$ cat config.mk
export PLATFORM = sky130hd
export DESIGN_NAME = fpmap_top
export DESIGN_NICKNAME = d
export VERILOG_FILES = /design/src/fpmap_pkg.sv /design/src/fpmap_top.sv
export SDC_FILE = /design/constraint.sdc
export NUM_CORES = 1
export LEC_CHECK = 0
export BUFFER_PORTS_ARGS = -buffer_cell sky130_fd_sc_hd__buf_2
export CORE_ASPECT_RATIO = 1.75
export CORE_MARGIN = 3
export CORE_UTILIZATION = 40
export CTS_CLUSTER_SIZE = 25
export DETAILED_ROUTE_END_ITERATION = 6
export GPL_TIMING_DRIVEN = 0
export PLACE_DENSITY = 0.71
export RECOVER_POWER = 25
export SLEW_MARGIN = 15
export SYNTH_ARGS = -nofsm -noshare
export SYNTH_HDL_FRONTEND = slang
export SYNTH_SLANG_ARGS = --single-unit
export TNS_END_PERCENT = 100
$ cat constraint.sdc
create_clock -name SYS_CLK -period 3.5 [get_ports SYS_CLK]
set_clock_uncertainty 0.2 [all_clocks]
set_input_delay 0.175 -clock SYS_CLK [delete_from_list [all_inputs] [get_ports SYS_CLK]]
set_output_delay 0.175 -clock SYS_CLK [all_outputs]
set_load 0.01 [all_outputs]
$ cat src/fpmap_pkg.sv
// Package for the field pair output mapper: function modes, field counts and timing.
// Assumes one 125 MHz clock domain; used by fpmap_top and the verification files.
package fpmap_pkg;

    // Function modes, chosen by a static configuration port
    typedef enum logic [3:0] {
        MODE_ONE_FIXED    = 4'h0,  // One function, one fixed field pair
        MODE_ONE_5FP      = 4'h1,  // One function, 5 pairs, overlapped change
        MODE_ONE_10FP     = 4'h2,  // One function, 10 pairs
        MODE_ONE_100FP    = 4'h3,  // One function, 100 pairs in one bank
        MODE_ONE_4F_FIXED = 4'h4,  // One function four field, fixed pair
        MODE_ONE_4F_SEL   = 4'h5,  // One function four field, 2 x 10 pairs
        MODE_ONE_MULTI    = 4'h6,  // One function, 10 banks x 10 pairs
        MODE_TWO_FIXED    = 4'h7,  // Two functions, one fixed pair each
        MODE_TWO_5FP      = 4'h8,  // Two functions, 5 pairs each, overlapped
        MODE_TWO_10FP     = 4'h9,  // Two functions, 10 pairs each
        MODE_TWO_4F       = 4'ha,  // Two functions four field, 50 pairs each
        MODE_TWO_MULTI    = 4'hb   // Two functions, 5 banks x 10 pairs each
    } mode_t;

    // Selection index width: up to 100 pairs
    localparam int unsigned SEL_W = 7;

    // Field pair counts per mode
    localparam logic [6:0] COUNT_1   = 7'h01;
    localparam logic [6:0] COUNT_5   = 7'h05;
    localparam logic [6:0] COUNT_10  = 7'h0a;
    localparam logic [6:0] COUNT_50  = 7'h32;
    localparam logic [6:0] COUNT_100 = 7'h64;

    // Bank counts
    localparam logic [3:0] BANKS_ONE_MULTI = 4'ha;
    localparam logic [3:0] BANKS_TWO_MULTI = 4'h5;
    localparam logic [3:0] BANKS_4F_SEL    = 4'h2;
    localparam logic [3:0] BANKS_SINGLE    = 4'h1;

    // Delay of second output pair in single-function modes
    localparam int unsigned CLK_MHZ      = 125;
    localparam int unsigned DELAY_US     = 100;
    localparam int unsigned DELAY_CYCLES = DELAY_US * CLK_MHZ;
    localparam int unsigned DELAY_W      = 16;

    // Overlapped monitoring window on a pair change, in cycles
    localparam int unsigned OVERLAP_NS     = 80;
    localparam int unsigned OVERLAP_CYCLES = (OVERLAP_NS * CLK_MHZ + 999) / 1000;
    localparam int unsigned OVERLAP_W      = 8;

    // Reset values
    localparam logic [6:0] SEL_RESET = 7'h00;
    localparam logic [3:0] BANK_RESET = 4'h0;

endpackage

$ cat src/fpmap_top.sv
// Field pair selection and violation-to-output mapping for a scanning safety sensor.
// Assumes violation inputs already evaluated per active field pair, synchronous to SYS_CLK.
`timescale 1ns/1ps

// Notes on behaviour
// - Single-pair modes ignore selection inputs
// - Five-pair modes change with overlapped monitoring
// - Ten-pair modes change at fixed moment
// - Hundred-pair mode: 100 pairs drive first outputs
// - Single function: ten pairs drive first outputs
// - Single-function modes delay second output switch-off
// - Two functions: own pairs, own outputs
// - Two functions select independently in 5FP and 10FP modes; 4F and multi copy A index to B
// - Single four field: one protective, three warning
// - Single four field: A index activates B
// - Single four field: B violation only indicates
// - Function A violation switches first outputs off
// - Two four field: B violation switches second off
// - Two four field: fifty pairs per function
// - Two four field: A index actuates B
// - Warning signals routed to chosen outputs
// - Single four field select: two sets ten
// - Single multi: ten banks of ten
// - Two multi: five banks of ten each
module fpmap_top (
    // Clock and reset
    input  wire logic             SYS_CLK,
    input  wire logic             RESETN,
    // Static configuration
    input  wire logic [3:0]       MODE,
    input  wire logic             WARN_ROUTE_A,      // 0: first output, 1: alternate
    input  wire logic             WARN_ROUTE_B,      // 0: first output, 1: alternate
    // Selection inputs from the machine control system
    input  wire logic [6:0]       SEL_PAIR_A,
    input  wire logic [3:0]       SEL_BANK_A,
    input  wire logic [6:0]       SEL_PAIR_B,
    input  wire logic [3:0]       SEL_BANK_B,
    input  wire logic             SEL_STROBE,        // Fixed changeover moment
    // Field evaluation results, per active pair
    input  wire logic             PF_VIOL_A,         // Protective field A violated
    input  wire logic             PF_VIOL_B,         // Protective field B violated
    input  wire logic             PF_VIOL_A_OLD,     // Old pair A during overlap
    input  wire logic             PF_VIOL_B_OLD,     // Old pair B during overlap
    input  wire logic [2:0]       WF_VIOL_A,         // Warning fields of A (three in single 4F)
    input  wire logic             WF_VIOL_B,
    // Safety and indication outputs
    output logic                  SAFETY_OUTPUT_PAIR_FIRST,
    output logic                  SAFETY_OUTPUT_PAIR_SECOND,
    output logic                  NONSAFE_INDICATION_OUTPUT,
    output logic                  FIRST_FUNCTION_WARNING_VIOLATION,
    output logic                  SECOND_FUNCTION_WARNING_VIOLATION,
    output logic                  WARN_OUT_A_ALT,
    output logic                  COMBINED_IO_OUTPUT_ONE,
    output logic                  WARN_OUT_B_ALT,
    // Active selection and status
    output logic [6:0]            ACTIVE_PAIR_A,
    output logic [3:0]            ACTIVE_BANK_A,
    output logic [6:0]            ACTIVE_PAIR_B,
    output logic [3:0]            ACTIVE_BANK_B,
    output logic                  OVERLAP_ACTIVE,
    output logic                  SELECT_FAULT
);

    // Mode decode
    fpmap_pkg::mode_t mode;            // Mode as enum
    logic             fixed_mode;      // One fixed pair per function
    logic             two_func;        // Independent second function
    logic             joint_sel;       // B follows A index
    logic             overlap_mode;    // Five-pair overlapped change
    logic [6:0]       pair_count;      // Pairs per bank
    logic [3:0]       bank_count;      // Banks per function

    // Selection state
    logic             sel_valid_a;     // A selection names a configured pair
    logic             sel_valid_b;     // B selection names a configured pair
    logic             sel_valid;       // Whole selection valid
    localparam int unsigned OVERLAP_W_L = fpmap_pkg::OVERLAP_W;
    logic [OVERLAP_W_L-1:0] overlap_cnt; // Overlap countdown
    logic [6:0]       prev_sel_a;      // Last sampled A index
    logic [6:0]       prev_sel_b;      // Last sampled B index

    // Output pair state
    logic             a_trip;          // First pair demand off
    logic             b_trip;          // Second pair demand off
    logic [fpmap_pkg::DELAY_W-1:0] delay_cnt; // Delay before second pair follows

    assign mode = fpmap_pkg::mode_t'(MODE);

    // Mode decode: counts and coupling per function mode
    always_comb begin
        fixed_mode   = 1'b0;
        two_func     = 1'b0;
        joint_sel    = 1'b0;
        overlap_mode = 1'b0;
        pair_count   = fpmap_pkg::COUNT_1;
        bank_count   = fpmap_pkg::BANKS_SINGLE;
        case (mode)
            fpmap_pkg::MODE_ONE_FIXED: begin
                fixed_mode = 1'b1;
            end
            fpmap_pkg::MODE_ONE_5FP: begin
                pair_count   = fpmap_pkg::COUNT_5;
                overlap_mode = 1'b1;
            end
            fpmap_pkg::MODE_ONE_10FP: begin
                pair_count = fpmap_pkg::COUNT_10;
            end
            fpmap_pkg::MODE_ONE_100FP: begin
                pair_count = fpmap_pkg::COUNT_100;
            end
            fpmap_pkg::MODE_ONE_4F_FIXED: begin
                fixed_mode = 1'b1;
                joint_sel  = 1'b1;
            end
            fpmap_pkg::MODE_ONE_4F_SEL: begin
                pair_count = fpmap_pkg::COUNT_10;
                bank_count = fpmap_pkg::BANKS_4F_SEL;
                joint_sel  = 1'b1;
            end
            fpmap_pkg::MODE_ONE_MULTI: begin
                pair_count = fpmap_pkg::COUNT_10;
                bank_count = fpmap_pkg::BANKS_ONE_MULTI;
            end
            fpmap_pkg::MODE_TWO_FIXED: begin
                fixed_mode = 1'b1;
                two_func   = 1'b1;
            end
            fpmap_pkg::MODE_TWO_5FP: begin
                pair_count   = fpmap_pkg::COUNT_5;
                two_func     = 1'b1;
                overlap_mode = 1'b1;
            end
            fpmap_pkg::MODE_TWO_10FP: begin
                pair_count = fpmap_pkg::COUNT_10;
                two_func   = 1'b1;
            end
            fpmap_pkg::MODE_TWO_4F: begin
                pair_count = fpmap_pkg::COUNT_50;
                two_func   = 1'b1;
                joint_sel  = 1'b1;
            end
            fpmap_pkg::MODE_TWO_MULTI: begin
                pair_count = fpmap_pkg::COUNT_10;
                bank_count = fpmap_pkg::BANKS_TWO_MULTI;
                two_func   = 1'b1;
                joint_sel  = 1'b1;
            end
            default: begin
                pair_count = 7'h00;                              // No pair: always a fault
            end
        endcase
    end

    // Validity of the selection inputs; fixed modes need no valid inputs
    always_comb begin
        sel_valid_a = fixed_mode ||
                      ((SEL_PAIR_A < pair_count) && (SEL_BANK_A < bank_count));
        sel_valid_b = fixed_mode || joint_sel || !two_func ||
                      ((SEL_PAIR_B < pair_count) && (SEL_BANK_B < bank_count));
        sel_valid   = sel_valid_a && sel_valid_b && (pair_count != 7'h00);
    end

    // Active selection, taken on the changeover strobe only; fixed modes stay at zero
    always_ff @(posedge SYS_CLK) begin
        if (!RESETN) begin
            ACTIVE_PAIR_A <= fpmap_pkg::SEL_RESET;
            ACTIVE_BANK_A <= fpmap_pkg::BANK_RESET;
            ACTIVE_PAIR_B <= fpmap_pkg::SEL_RESET;
            ACTIVE_BANK_B <= fpmap_pkg::BANK_RESET;
        end else if (fixed_mode) begin
            ACTIVE_PAIR_A <= fpmap_pkg::SEL_RESET;
            ACTIVE_BANK_A <= fpmap_pkg::BANK_RESET;
            ACTIVE_PAIR_B <= fpmap_pkg::SEL_RESET;
            ACTIVE_BANK_B <= fpmap_pkg::BANK_RESET;
        end else if (SEL_STROBE && sel_valid) begin
            ACTIVE_PAIR_A <= SEL_PAIR_A;
            ACTIVE_BANK_A <= SEL_BANK_A;
            if (joint_sel || !two_func) begin
                ACTIVE_PAIR_B <= SEL_PAIR_A;
                ACTIVE_BANK_B <= SEL_BANK_A;
            end else begin
                ACTIVE_PAIR_B <= SEL_PAIR_B;
                ACTIVE_BANK_B <= SEL_BANK_B;
            end
        end
    end

    // Previous index, to spot a pair change that opens an overlap window
    always_ff @(posedge SYS_CLK) begin
        if (!RESETN) begin
            prev_sel_a <= fpmap_pkg::SEL_RESET;
            prev_sel_b <= fpmap_pkg::SEL_RESET;
        end else begin
            prev_sel_a <= ACTIVE_PAIR_A;
            prev_sel_b <= ACTIVE_PAIR_B;
        end
    end

    // Overlap countdown: both old and new pair watched after a change
    always_ff @(posedge SYS_CLK) begin
        if (!RESETN) begin
            overlap_cnt <= '0;
        end else if (overlap_mode &&
                     ((prev_sel_a != ACTIVE_PAIR_A) || (prev_sel_b != ACTIVE_PAIR_B))) begin
            overlap_cnt <= OVERLAP_W_L'(fpmap_pkg::OVERLAP_CYCLES);
        end else if (overlap_cnt != '0) begin
            overlap_cnt <= overlap_cnt - 1'b1;
        end
    end

    // Trip demands: a violation of old or new pair during overlap counts
    always_comb begin
        a_trip = PF_VIOL_A || ((overlap_cnt != '0) && PF_VIOL_A_OLD) || !sel_valid;
        if (two_func) begin
            b_trip = PF_VIOL_B || ((overlap_cnt != '0) && PF_VIOL_B_OLD) || !sel_valid;
        end else begin
            b_trip = a_trip;
        end
    end

    // Second pair switch-off delay in single-function modes; zero in two-function modes
    always_ff @(posedge SYS_CLK) begin
        if (!RESETN) begin
            delay_cnt <= '0;
        end else if (two_func || !a_trip) begin
            delay_cnt <= '0;
        end else if (delay_cnt != fpmap_pkg::DELAY_W'(fpmap_pkg::DELAY_CYCLES)) begin
            delay_cnt <= delay_cnt + 1'b1;
        end
    end

    // First output pair: on only with no trip demand
    always_ff @(posedge SYS_CLK) begin
        if (!RESETN) begin
            SAFETY_OUTPUT_PAIR_FIRST <= 1'b0;
        end else begin
            SAFETY_OUTPUT_PAIR_FIRST <= !a_trip;
        end
    end

    // Second output pair: own function, or delayed copy of the first
    always_ff @(posedge SYS_CLK) begin
        if (!RESETN) begin
            SAFETY_OUTPUT_PAIR_SECOND <= 1'b0;
        end else if (two_func) begin
            SAFETY_OUTPUT_PAIR_SECOND <= !b_trip;
        end else if (!sel_valid) begin
            SAFETY_OUTPUT_PAIR_SECOND <= 1'b0;
        end else if (!a_trip) begin
            SAFETY_OUTPUT_PAIR_SECOND <= 1'b1;
        end else if (delay_cnt == fpmap_pkg::DELAY_W'(fpmap_pkg::DELAY_CYCLES)) begin
            SAFETY_OUTPUT_PAIR_SECOND <= 1'b0;
        end
    end

    // Non-safe indication: B protective field in single four field modes
    always_ff @(posedge SYS_CLK) begin
        if (!RESETN) begin
            NONSAFE_INDICATION_OUTPUT <= 1'b0;
        end else begin
            NONSAFE_INDICATION_OUTPUT <= joint_sel && !two_func && PF_VIOL_B;
        end
    end

    // Warning outputs; single four field mode watches three warning fields
    always_ff @(posedge SYS_CLK) begin
        if (!RESETN) begin
            FIRST_FUNCTION_WARNING_VIOLATION  <= 1'b0;
            SECOND_FUNCTION_WARNING_VIOLATION <= 1'b0;
            WARN_OUT_A_ALT                    <= 1'b0;
            COMBINED_IO_OUTPUT_ONE            <= 1'b0;
            WARN_OUT_B_ALT                    <= 1'b0;
        end else begin
            FIRST_FUNCTION_WARNING_VIOLATION  <= WF_VIOL_A[0] && !WARN_ROUTE_A;
            SECOND_FUNCTION_WARNING_VIOLATION <= (joint_sel && !two_func) ?
                                                 (WF_VIOL_A[1] | WF_VIOL_A[2] | WF_VIOL_B) :
                                                 WF_VIOL_B;
            WARN_OUT_A_ALT                    <= WF_VIOL_A[0] && WARN_ROUTE_A;
            COMBINED_IO_OUTPUT_ONE            <= WF_VIOL_B && !WARN_ROUTE_B;
            WARN_OUT_B_ALT                    <= WF_VIOL_B && WARN_ROUTE_B;
        end
    end

    // Status
    always_ff @(posedge SYS_CLK) begin
        if (!RESETN) begin
            OVERLAP_ACTIVE <= 1'b0;
            SELECT_FAULT   <= 1'b0;
        end else begin
            OVERLAP_ACTIVE <= (overlap_cnt != '0);
            SELECT_FAULT   <= !sel_valid;
        end
    end

endmodule

==> summary.json, run 1 <==
{
  "final_area": {"value": 4570, "unit": "µm²"},
  "globalRouteOverflowTotal": {"value": 0},
  "buffer_ports.inserted": {"value": 69},
  "cp_data_arrival_time": {"value": 3250, "unit": "ps"},
  "count_of_flip_flops_with_a_built_in_enable_after_synthesis": {"value": 0},
  "numCtsBuffers": {"value": 9},
  "first_pass_grt_wire_length": {"value": 15900, "unit": "µm"},
  "synth_compound_gate_area_share": {"value": 0.143},
  "finalCritPeriodShare": {"value": 0.924},
  "std_cell_rows": {"value": 45},
  "clkSinkCount": {"value": 70},
  "syn_area_per_cell": {"value": 8.92, "unit": "µm²"},
  "die-area": {"value": 10200, "unit": "µm²"},
  "timing.final.hold_violations": {"value": 0},
  "postSynth.topFlopCell": {"value": "sky130_fd_sc_hd__dfxtp_1"},
  "rsz_0062_raised_after_global_routing": {"value": "no"},
  "post-route-util": {"value": 0.527},
  "max-cap-violations": {"value": 0},
  "routed_wire_length_per_instance": {"value": 15.5, "unit": "µm"},
  "synth_async_sr_flop_share": {"value": 0},
  "report.final.slew_viol_count": {"value": 0},
  "synthMuxAreaShare": {"value": 0.0374},
  "finalWeightedCongestion": {"value": 0.923},
  "drt_first_pass_iters": {"value": 4},
  "coreArea": {"value": 8670, "unit": "µm²"},
  "p_seq_frac": {"value": 0.377},
  "layout-area-overhead-vs-synth": {"value": 27.6, "unit": "%"},
  "yosysTopAreaCellShare": {"value": 0.392},
  "clock_tree.htree_level_count": {"value": 3},
  "initialDrtViolationCount": {"value": 111},
  "worst_ir_drop_vdd": {"value": 0.272, "unit": "mV"},
  "place_worst_setup_slack": {"value": -154, "unit": "ps"},
  "floorplan.die.width": {"value": 77.5, "unit": "µm"},
  "net_sw_power": {"value": 0.695, "unit": "mW"},
  "yosysSeqAreaShare": {"value": 0.392},
  "remaining_drc_errors": {"value": 0},
  "ys_types": {"value": 46},
  "yosysWarnings": {"value": 0},
  "setup_slack": {"value": 267, "unit": "ps"},
  "max_slew_margin": {"value": 0.565},
  "cp_cell_sequence": {"value": "buf_2, nor2b_1, nor2b_1, o22ai_1, and2_1, ha_1, a21o_1, a21oi_1, a211o_1, o21ai_0, o311ai_4, buf_6, nor2_1"},
  "critical_path.top_delay_family": {"value": "compound AO/OA/AOI/OAI gates"},
  "largest_family_of_logic_cells_by_synthesized_area": {"value": "simple AND/OR/NAND/NOR gates"},
  "totalPowerFinal": {"value": 2.44, "unit": "mW"},
  "clk_pin_slew": {"value": 50, "unit": "ps"},
  "worstMarginPinSlew": {"value": 646, "unit": "ps"},
  "drtAntennaViolNets": {"value": 0},
  "fin_tns_setup": {"value": 0, "unit": "ps"},
  "post_synth_xor_area_fraction": {"value": 0.0881},
  "final_layout_size_suffix_gt1_frac": {"value": 0.168},
  "hp-class": {"value": "primary input to flop"},
  "p_comb_frac": {"value": 0.223},
  "crit_path_frequent_cell": {"value": "sky130_fd_sc_hd__nor2b_1"},
  "crit_required": {"value": 3520, "unit": "ps"},
  "fin_crit": {"value": 3230, "unit": "ps"},
  "flops_latches_synth": {"value": 70},
  "io-pin-count": {"value": 71},
  "postSynthNetCount": {"value": 462},
  "synth_fa_ha_area_frac": {"value": 0.0801},
  "grt_pass1_vias": {"value": 3426},
  "synth_top_cells_by_count": {"value": "sky130_fd_sc_hd__dfxtp_1 (70), sky130_fd_sc_hd__nor2_1 (38), sky130_fd_sc_hd__nand3_1 (23)"},
  "insertion_delay": {"value": 330, "unit": "ps"},
  "critical_path_class": {"value": "primary input to flop"},
  "power.static_leakage": {"value": 1.79, "unit": "nW"},
  "nets": {"value": 562},
  "worst_setup_path_start_kind": {"value": "primary input"},
  "internal_power": {"value": 1.74, "unit": "mW"},
  "die-height": {"value": 131, "unit": "µm"},
  "ctsRootBufferMaster": {"value": "sky130_fd_sc_hd__clkbuf_16"},
  "grt_start_max_net_pins": {"value": 13},
  "finalWirelength": {"value": 9640, "unit": "µm"},
  "cts_tree": {"value": "done"},
  "synth_top_cells_by_area": {"value": "sky130_fd_sc_hd__dfxtp_1 (39%), sky130_fd_sc_hd__ha_1 (7.7%), sky130_fd_sc_hd__xnor2_1 (5.4%)"},
  "grt_antenna_before_repair": {"value": 0},
  "power.share.switching": {"value": 0.285},
  "power_density": {"value": 534, "unit": "nW/µm²"},
  "critPathBufInv": {"value": 2},
  "floorplan.initialDensity": {"value": 0.413},
  "finalSetupViolations": {"value": 0},
  "hpwlAfterDp": {"value": 7680, "unit": "µm"},
  "max_freq": {"value": 309, "unit": "MHz"},
  "synth.cell_area": {"value": 3580, "unit": "µm²"},
  "synth_simple_gate_area_share": {"value": 0.226},
  "track_usage": {"value": 0.200},
  "timing.critical_path.to_type": {"value": "flop"},
  "insertedDiodeCount": {"value": 0},
  "syn-instance-count": {"value": 401},
  "post_dp_cell_area": {"value": 4070, "unit": "µm²"},
  "run_status": {"value": "finished clean"},
  "avgViaCountPerCell": {"value": 5.22},
  "yosysMostFrequentCell": {"value": "sky130_fd_sc_hd__dfxtp_1"},
  "share_clk_of_total_power": {"value": 0.400},
  "synth_largest_area_cell": {"value": "sky130_fd_sc_hd__dfxtp_1"},
  "cts_buffer_depth": {"value": 2},
  "crit_fanout": {"value": 10},
  "max_stage_delay": {"value": 450, "unit": "ps"},
  "critical_path_cell_with_the_highest_stage_delay": {"value": "sky130_fd_sc_hd__o311ai_4"},
  "detailroute.via_count": {"value": 3254}
}
==> worst reg2reg max path: cells and delay by family (launching register included) <==
family | cells | cell delay, ps
DFF | 1 | 340
and+or+nand+nor | 3 | 810
AOI/OAI and AO/OA | 2 | 760
buffers and inverters | 1 | 200
==> state kept, by name (all words and copies together) (netlist names), 4 cells and up <==
signal and count:
ACTIVE_BANK_A 4, ACTIVE_BANK_B 4, ACTIVE_PAIR_A 7, ACTIVE_PAIR_B 7, delay_cnt 16, overlap_cnt 8
prev_sel_a 7, prev_sel_b 7
==> cells by family after synthesis <==
group                      count (synthesis)
and+or+nand+nor                          158
AOI/OAI and AO/OA                         76
DFF                                       70
xor gates and xnor gates                  36
buffers and inverters                     26
adders and majority gates                 23
muxes                                     12
==> final timing paths <==
kind                                               startpoint                                  end  slack [ps]  depth (start not counted)
worst max-delay path                                  MODE[2]           delay_cnt[13]$_SDFFE_PP0N_         270                         13
worst min-delay path                                PF_VIOL_A  SAFETY_OUTPUT_PAIR_FIRST$_SDFF_PN0_          30                          3
worst max register to register    overlap_cnt[4]$_SDFFE_PP0N_           delay_cnt[13]$_SDFFE_PP0N_        1080                          6
worst min register to register  ACTIVE_BANK_A[2]$_SDFFE_PP0P_        ACTIVE_BANK_A[2]$_SDFFE_PP0P_         280                          2
==> placed cells by master (no fill, tap or decap), types with 2 or more instances in the layout <==
master and instances:
sky130_fd_sc_hd__a211o_1 3, sky130_fd_sc_hd__a211oi_1 4, sky130_fd_sc_hd__a21boi_0 11, sky130_fd_sc_hd__a21o_1 2, sky130_fd_sc_hd__a21oi_1 22, sky130_fd_sc_hd__and2_1 17, sky130_fd_sc_hd__and3_1 5, sky130_fd_sc_hd__buf_2 49
sky130_fd_sc_hd__buf_6 2, sky130_fd_sc_hd__bufinv_16 2, sky130_fd_sc_hd__clkbuf_1 37, sky130_fd_sc_hd__clkbuf_16 9, sky130_fd_sc_hd__clkinv_4 2, sky130_fd_sc_hd__dfxtp_1 70, sky130_fd_sc_hd__dlygate4sd3_1 20, sky130_fd_sc_hd__ha_1 22
sky130_fd_sc_hd__inv_1 6, sky130_fd_sc_hd__mux2_2 11, sky130_fd_sc_hd__nand2_1 20, sky130_fd_sc_hd__nand2b_1 5, sky130_fd_sc_hd__nand3_1 23, sky130_fd_sc_hd__nand4_1 8, sky130_fd_sc_hd__nor2_1 38, sky130_fd_sc_hd__nor2b_1 5
sky130_fd_sc_hd__nor3_1 17, sky130_fd_sc_hd__nor4_1 17, sky130_fd_sc_hd__o211a_1 2, sky130_fd_sc_hd__o21ai_0 18, sky130_fd_sc_hd__xnor2_1 22, sky130_fd_sc_hd__xor2_1 14
==> power by group through the flow <==
| stage | Combinational, mW | Clock (mW) | Sequential (mW) |
|---|---|---|---|
| after floorplan | 0.370 | 0 | 0.935 |
| after global placement | 0.509 | 0 | 0.933 |
| after detailed placement | 0.523 | 0 | 0.935 |
| after CTS | 0.548 | 0.995 | 0.919 |
| after global routing | 0.610 | 1.03 | 0.933 |
| final | 0.543 | 0.975 | 0.921 |
==> stage by stage <==
step / cells / hold slack [ps]
6_report: 623 / 30.7
5_1_grt: 623 / 55.7
4_1_cts: 623 / 23.3
3_5_place_dp: 587 / 150
3_3_place_gp: 587 / 144
2_1_floorplan: 401 / 46.5
==> metal layers <==
metal	GRT usage	wire length (µm)	vias to the layer above
met4	0.122	488	0
met3	0.0418	404	24
met2	0.376	5230	90
li1	-	-	1631
met5	0	0	-
met1	0.191	3510	1509
==> layout make-up <==
class	count	area (µm²)
fillers	840	4110
multi-input cells	305	2060
flip-flops and latches	70	1400
repair buffers	89	514
clock buffers	11	243
well taps	117	146
plain buffers	19	96.3
clock inverters	5	82.6
inverters	7	26.3
==> timing repair <==
action | 4_1_cts | 5_1_grt
endpoints found under the setup margin | 0 | 5
hold endpoints to repair | 22 | 0
setup buffers | 0 | 0
resized for setup | 0 | 1
hold buffers | 20 | 0
(Power assumes the default switching activity.)
==> run 2: changes to the inputs <==
--- a/config.mk
+++ b/config.mk
@@ -6,16 +6,18 @@
 export NUM_CORES = 1
 export LEC_CHECK = 0
 export BUFFER_PORTS_ARGS = -buffer_cell sky130_fd_sc_hd__buf_2
+export CELL_PAD_IN_SITES_DETAIL_PLACEMENT = 1
+export CELL_PAD_IN_SITES_GLOBAL_PLACEMENT = 2
 export CORE_ASPECT_RATIO = 1.75
 export CORE_MARGIN = 3
-export CORE_UTILIZATION = 40
+export CORE_UTILIZATION = 33
 export CTS_CLUSTER_SIZE = 25
 export DETAILED_ROUTE_END_ITERATION = 6
 export GPL_TIMING_DRIVEN = 0
-export PLACE_DENSITY = 0.71
+export PLACE_DENSITY = 0.89
 export RECOVER_POWER = 25
 export SLEW_MARGIN = 15
 export SYNTH_ARGS = -nofsm -noshare
 export SYNTH_HDL_FRONTEND = slang
 export SYNTH_SLANG_ARGS = --single-unit
-export TNS_END_PERCENT = 100
+export TNS_END_PERCENT = 10
==> summary.json, run 2 (same netlist as run 1, synthesis figures left out) <==
{
  "finalWirelength": {"value": 11700, "unit": "µm"},
  "power_density": {"value": 530, "unit": "nW/µm²"},
  "numCtsBuffers": {"value": 9},
  "net_sw_power": {"value": 0.716, "unit": "mW"},
  "remaining_drc_errors": {"value": 0},
  "std_cell_rows": {"value": 49},
  "fin_crit": {"value": 3340, "unit": "ps"},
  "routed_wire_length_per_instance": {"value": 18.4, "unit": "µm"},
  "nets": {"value": 564},
  "finalWeightedCongestion": {"value": 0.951},
  "final-instance-count-excl-fill": {"value": 634},
  "internal_power": {"value": 1.72, "unit": "mW"},
  "first_pass_grt_wire_length": {"value": 18400, "unit": "µm"},
  "clk_pin_slew": {"value": 60, "unit": "ps"},
  "detailroute.via_count": {"value": 3385},
  "grt_pass1_vias": {"value": 3686},
  "insertedDiodeCount": {"value": 0},
  "power.share.switching": {"value": 0.294},
  "insertion_delay": {"value": 340, "unit": "ps"},
  "timing.final.hold_violations": {"value": 0},
  "crit_fanout": {"value": 10},
  "initialDrtViolationCount": {"value": 73},
  "worst_setup_path_start_kind": {"value": "primary input"},
  "grt_start_max_net_pins": {"value": 13},
  "p_seq_frac": {"value": 0.380},
  "p_comb_frac": {"value": 0.228},
  "io-pin-count": {"value": 71},
  "post-place-cells": {"value": 597},
  "track_usage": {"value": 0.197},
  "finalSetupViolations": {"value": 0},
  "crit_required": {"value": 3520, "unit": "ps"},
  "final_layout_size_suffix_gt1_frac": {"value": 0.178},
  "drtAntennaViolNets": {"value": 0},
  "share_clk_of_total_power": {"value": 0.392},
  "floorplan.die.width": {"value": 84.7, "unit": "µm"},
  "layout.cells.most_common": {"value": "sky130_fd_sc_hd__dfxtp_1"},
  "rsz_0062_raised_after_global_routing": {"value": "no"},
  "hpwlAfterDp": {"value": 9150, "unit": "µm"},
  "largest_registers_ranked_by_flip_flop_count": {"value": "delay_cnt (16), overlap_cnt (8)"},
  "cp_data_arrival_time": {"value": 3370, "unit": "ps"},
  "power.static_leakage": {"value": 1.80, "unit": "nW"},
  "finalCritPeriodShare": {"value": 0.955},
  "buffer_ports.inserted": {"value": 69},
  "worstMarginPinSlew": {"value": 713, "unit": "ps"},
  "fin_tns_setup": {"value": 0, "unit": "ps"},
  "drt_first_pass_iters": {"value": 4},
  "registers.top_by_ff_count": {"value": "delay_cnt"},
  "max_freq": {"value": 299, "unit": "MHz"},
  "layout-area-overhead-vs-synth": {"value": 28.4, "unit": "%"},
  "post-route-util": {"value": 0.441},
  "cts_buffer_depth": {"value": 2},
  "worst_ir_drop_vdd": {"value": 0.310, "unit": "mV"},
  "clock_tree.htree_level_count": {"value": 3},
  "globalRouteOverflowTotal": {"value": 0},
  "run_status": {"value": "finished clean"},
  "grt_antenna_before_repair": {"value": 0},
  "die-area": {"value": 12200, "unit": "µm²"},
  "ctsRootBufferMaster": {"value": "sky130_fd_sc_hd__clkbuf_16"},
  "coreArea": {"value": 10400, "unit": "µm²"},
  "max-cap-violations": {"value": 0},
  "timing.critical_path.to_type": {"value": "flop"},
  "die-height": {"value": 144, "unit": "µm"},
  "post_cts_buffers": {"value": 0},
  "max_slew_margin": {"value": 0.519},
  "floorplan.initialDensity": {"value": 0.343},
  "largest_register_ff_count": {"value": 16},
  "layout_common_cells": {"value": "sky130_fd_sc_hd__dfxtp_1 (70), sky130_fd_sc_hd__buf_2 (49), sky130_fd_sc_hd__nor2_1 (38)"},
  "report.final.slew_viol_count": {"value": 0},
  "cts_tree": {"value": "done"},
  "hp-class": {"value": "primary input to flop"},
  "avgViaCountPerCell": {"value": 5.34},
  "worst_hold_slack": {"value": 39.7, "unit": "ps"},
  "critical_path_class": {"value": "primary input to flop"},
  "clkSinkCount": {"value": 70}
}
## run 2: changes by cell type in the layout (fill, tap and decap cells not counted)
| cell | delta |
|---|---|
| sky130_fd_sc_hd__clkbuf_1 | -5 |
| sky130_fd_sc_hd__clkbuf_2 | +4 |
| sky130_fd_sc_hd__clkbuf_8 | -1 |
| sky130_fd_sc_hd__clkinv_4 | -2 |
| sky130_fd_sc_hd__clkinvlp_4 | +3 |
| sky130_fd_sc_hd__dlygate4sd3_1 | +2 |
| sky130_fd_sc_hd__nor2b_1 | -1 |
| sky130_fd_sc_hd__nor2b_2 | +1 |
## run 2: path summary, 6_finish.rpt
check	start	to	slack, ps	cells past startpoint
worst min-delay path	PF_VIOL_A	SAFETY_OUTPUT_PAIR_FIRST$_SDFF_PN0_	40	3
worst max-delay path	MODE[2]	delay_cnt[13]$_SDFFE_PP0N_	160	13
worst max register to register	overlap_cnt[4]$_SDFFE_PP0N_	delay_cnt[13]$_SDFFE_PP0N_	910	6
worst min register to register	ACTIVE_BANK_A[3]$_SDFFE_PP0P_	ACTIVE_BANK_A[3]$_SDFFE_PP0P_	280	2
## run 2: timing repair
action | in CTS | in global routing
setup endpoints to repair | 0 | 33
gates resized for setup | 0 | 10
hold buffers | 22 | 0
hold endpoints to repair | 21 | 0
## run 2: cell type report
cell class	count	area, µm²
plain buffers	19	101
clock buffers	9	225
clock inverters	6	87.6
fillers	1259	5830
inverters	7	26.3
multi-input cells	305	2060
flip-flops and latches	70	1400
well taps	127	159
repair buffers	91	534
## run 2: worst max-delay path: stages
cell and delay (ps):
sky130_fd_sc_hd__buf_2 190, sky130_fd_sc_hd__nor2b_2 330, sky130_fd_sc_hd__nor2b_1 340, sky130_fd_sc_hd__o22ai_1 230, sky130_fd_sc_hd__and2_1 240, sky130_fd_sc_hd__ha_1 300
sky130_fd_sc_hd__a21o_1 190, sky130_fd_sc_hd__a21oi_1 160, sky130_fd_sc_hd__a211o_1 190, sky130_fd_sc_hd__o21ai_0 270, sky130_fd_sc_hd__o311ai_4 490, sky130_fd_sc_hd__buf_6 210
sky130_fd_sc_hd__nor2_1 50
## run 2: stage by stage
step	total power [mW]	setup WS (ps)	area [µm²]
after detailed placement	1.48	-315	4080
after CTS	2.46	7.33	4620
after floorplan	1.31	622	3580
after global routing	2.57	53.2	4590
after global placement	1.45	-224	4080
final	2.43	159	4590
## run 2: routing by layer
layer | track usage | vias to the layer above | wire length (µm)
met5 | 0 | - | 0
met4 | 0.110 | 0 | 520
met3 | 0.0390 | 28 | 441
met2 | 0.397 | 92 | 6650
met1 | 0.178 | 1632 | 4050
li1 | - | 1633 | -
## run 2: power groups by stage
stage,logic [mW],registers [mW],clock network [mW]
detailed placement,0.542,0.940,0
global route,0.628,0.933,1.00
finish,0.555,0.925,0.955
CTS,0.565,0.925,0.974
global placement,0.518,0.936,0
floorplan,0.370,0.935,0
==> run 3: changes to the inputs <==
--- a/config.mk
+++ b/config.mk
@@ -10,12 +10,11 @@
 export CELL_PAD_IN_SITES_GLOBAL_PLACEMENT = 2
 export CORE_ASPECT_RATIO = 1.75
 export CORE_MARGIN = 3
-export CORE_UTILIZATION = 33
+export CORE_UTILIZATION = 36
 export CTS_CLUSTER_SIZE = 25
 export DETAILED_ROUTE_END_ITERATION = 6
 export GPL_TIMING_DRIVEN = 0
-export PLACE_DENSITY = 0.89
-export RECOVER_POWER = 25
+export PLACE_DENSITY = 0.95
 export SLEW_MARGIN = 15
 export SYNTH_ARGS = -nofsm -noshare
 export SYNTH_HDL_FRONTEND = slang
==> constraint.sdc (replaced) <==
create_clock -name SYS_CLK -period 4.02 [get_ports SYS_CLK]
set_clock_uncertainty 0.2 [all_clocks]
set_input_delay 0.201 -clock SYS_CLK [delete_from_list [all_inputs] [get_ports SYS_CLK]]
set_output_delay 0.201 -clock SYS_CLK [all_outputs]
set_load 0.01 [all_outputs]
==> summary.json, run 3 (same netlist as run 1, synthesis figures left out) <==
{
  "std_cell_rows": {"value": 47},
  "net_sw_power": {"value": 0.636, "unit": "mW"},
  "post-route-util": {"value": 0.478},
  "drtAntennaViolNets": {"value": 0},
  "fin_crit": {"value": 3530, "unit": "ps"},
  "power_density": {"value": 474, "unit": "nW/µm²"},
  "run_status": {"value": "finished clean"},
  "report.final.slew_viol_count": {"value": 0},
  "worst_ir_drop_vdd": {"value": 0.259, "unit": "mV"},
  "timing.reg2reg.setup_slack": {"value": 1360, "unit": "ps"},
  "rsz_0062_raised_after_global_routing": {"value": "no"},
  "p_seq_frac": {"value": 0.371},
  "timing.critical_path.to_type": {"value": "flop"},
  "drt_first_pass_iters": {"value": 4},
  "timing.final.hold_violations": {"value": 0},
  "cts_tree": {"value": "done"},
  "post_cts_buffers": {"value": 0},
  "cp_data_arrival_time": {"value": 3580, "unit": "ps"},
  "final_area": {"value": 4580, "unit": "µm²"},
  "critPathBufInv": {"value": 2},
  "finalCritPeriodShare": {"value": 0.878},
  "max_freq": {"value": 283, "unit": "MHz"},
  "crit_required": {"value": 4070, "unit": "ps"},
  "hp-class": {"value": "primary input to flop"},
  "finalSetupViolations": {"value": 0},
  "largest_registers_ranked_by_flip_flop_count": {"value": "delay_cnt (16), overlap_cnt (8)"},
  "finalWirelength": {"value": 11500, "unit": "µm"},
  "share_clk_of_total_power": {"value": 0.404},
  "clkSinkCount": {"value": 70},
  "coreArea": {"value": 9590, "unit": "µm²"},
  "clk_pin_slew": {"value": 60, "unit": "ps"},
  "worstMarginPinSlew": {"value": 702, "unit": "ps"},
  "post_dp_cell_area": {"value": 4080, "unit": "µm²"},
  "numCtsBuffers": {"value": 9},
  "hpwlAfterDp": {"value": 8940, "unit": "µm"},
  "globalRouteOverflowTotal": {"value": 0},
  "power.static_leakage": {"value": 1.88, "unit": "nW"},
  "worst_setup_path_start_kind": {"value": "primary input"},
  "p_comb_frac": {"value": 0.226},
  "largest_register_ff_count": {"value": 16},
  "clock_tree.htree_level_count": {"value": 3},
  "cts_buffer_depth": {"value": 2},
  "insertion_delay": {"value": 340, "unit": "ps"},
  "track_usage": {"value": 0.220},
  "insertedDiodeCount": {"value": 0},
  "detailroute.via_count": {"value": 3387},
  "cts_repair_resize_count": {"value": 0},
  "buffer_ports.inserted": {"value": 69},
  "routed_wire_length_per_instance": {"value": 18.5, "unit": "µm"},
  "power.share.switching": {"value": 0.293},
  "setup_slack": {"value": 491, "unit": "ps"},
  "io-pin-count": {"value": 71},
  "die-height": {"value": 138, "unit": "µm"},
  "floorplan.die.width": {"value": 81.4, "unit": "µm"},
  "grt_start_max_net_pins": {"value": 13},
  "layout_common_cells": {"value": "sky130_fd_sc_hd__buf_2 (74), sky130_fd_sc_hd__dfxtp_1 (70), sky130_fd_sc_hd__nor2_1 (38)"},
  "finalWeightedCongestion": {"value": 0.900},
  "grt_pass1_vias": {"value": 3626},
  "internal_power": {"value": 1.54, "unit": "mW"},
  "layout.cells.most_common": {"value": "sky130_fd_sc_hd__buf_2"},
  "nets": {"value": 559},
  "fin_tns_setup": {"value": 0, "unit": "ps"},
  "die-area": {"value": 11200, "unit": "µm²"},
  "remaining_drc_errors": {"value": 0},
  "grt_antenna_before_repair": {"value": 0},
  "place_worst_setup_slack": {"value": 262, "unit": "ps"},
  "critical_path.top_delay_family": {"value": "compound AO/OA/AOI/OAI gates"},
  "max_slew_margin": {"value": 0.528},
  "avgViaCountPerCell": {"value": 5.42},
  "crit_fanout": {"value": 10},
  "worst_hold_slack": {"value": 11.8, "unit": "ps"},
  "layout-area-overhead-vs-synth": {"value": 28.0, "unit": "%"},
  "first_pass_grt_wire_length": {"value": 18200, "unit": "µm"},
  "critical_path_cell_with_the_highest_stage_delay": {"value": "sky130_fd_sc_hd__a211o_1"},
  "cp_cell_sequence": {"value": "buf_2, nor2b_1, nor2b_1, o22ai_1, ha_1, nand4_1, nor4_1, a21boi_1, a211o_1, buf_2, o21ai_0, a21boi_0"},
  "max-cap-violations": {"value": 0},
  "floorplan.initialDensity": {"value": 0.373},
  "max_stage_delay": {"value": 430, "unit": "ps"},
  "registers.top_by_ff_count": {"value": "delay_cnt"},
  "final_layout_size_suffix_gt1_frac": {"value": 0.219},
  "ctsRootBufferMaster": {"value": "sky130_fd_sc_hd__clkbuf_16"},
  "initialDrtViolationCount": {"value": 73},
  "critical_path_class": {"value": "primary input to flop"}
}
## run 3: through the flow
stage | cells | power (mW)
after CTS | 625 | 2.19
final | 625 | 2.17
after detailed placement | 592 | 1.29
after global routing | 625 | 2.30
after floorplan | 401 | 1.14
after global placement | 592 | 1.27
## run 3: routing by layer
metal  up-vias  GRT usage  share of wire
li1       1622          -              -
met1      1633      0.209           0.35
met2        98      0.412           0.55
met3        34     0.0449          0.042
met4         0      0.137          0.057
met5         -          0              0
## run 3: cell type report
class                   instances  area [µm²]
fillers                      1158        5000
multi-input cells             305        2050
flip-flops and latches         70        1400
repair buffers                 86         515
clock buffers                  11         253
well taps                     122         153
plain buffers                  19        96.3
clock inverters                 5        81.3
inverters                       7        26.3
## run 3: worst min-delay path, stage by stage
cell                       delay, ps
sky130_fd_sc_hd__buf_2           120
sky130_fd_sc_hd__nand3_1          90
sky130_fd_sc_hd__a21boi_0         90
## run 3: repair_timing
action | CTS | global route
endpoints found under the hold margin | 15 | 0
hold buffers | 17 | 0
endpoints found under the setup margin | 0 | 0
## run 3: final timing paths
| kind | end | startpoint | cells after the start |
|---|---|---|---|
| worst max-delay path | ACTIVE_PAIR_A[1]$_SDFFE_PP0P_ | MODE[2] | 12 |
| worst max register to register | delay_cnt[1]$_SDFFE_PP0N_ | overlap_cnt[4]$_SDFFE_PP0N_ | 6 |
| worst min-delay path | ACTIVE_BANK_A[1]$_SDFFE_PP0P_ | SEL_BANK_A[1] | 3 |
| worst min register to register | ACTIVE_BANK_A[0]$_SDFFE_PP0P_ | ACTIVE_BANK_A[0]$_SDFFE_PP0P_ | 2 |
## run 3: power by group through the flow
| stage | logic (mW) | clock network [mW] | registers [mW] |
|---|---|---|---|
| floorplan | 0.322 | 0 | 0.814 |
| global placement | 0.453 | 0 | 0.814 |
| detailed placement | 0.474 | 0 | 0.818 |
| CTS | 0.495 | 0.895 | 0.805 |
| global route | 0.552 | 0.929 | 0.815 |
| finish | 0.490 | 0.876 | 0.805 |
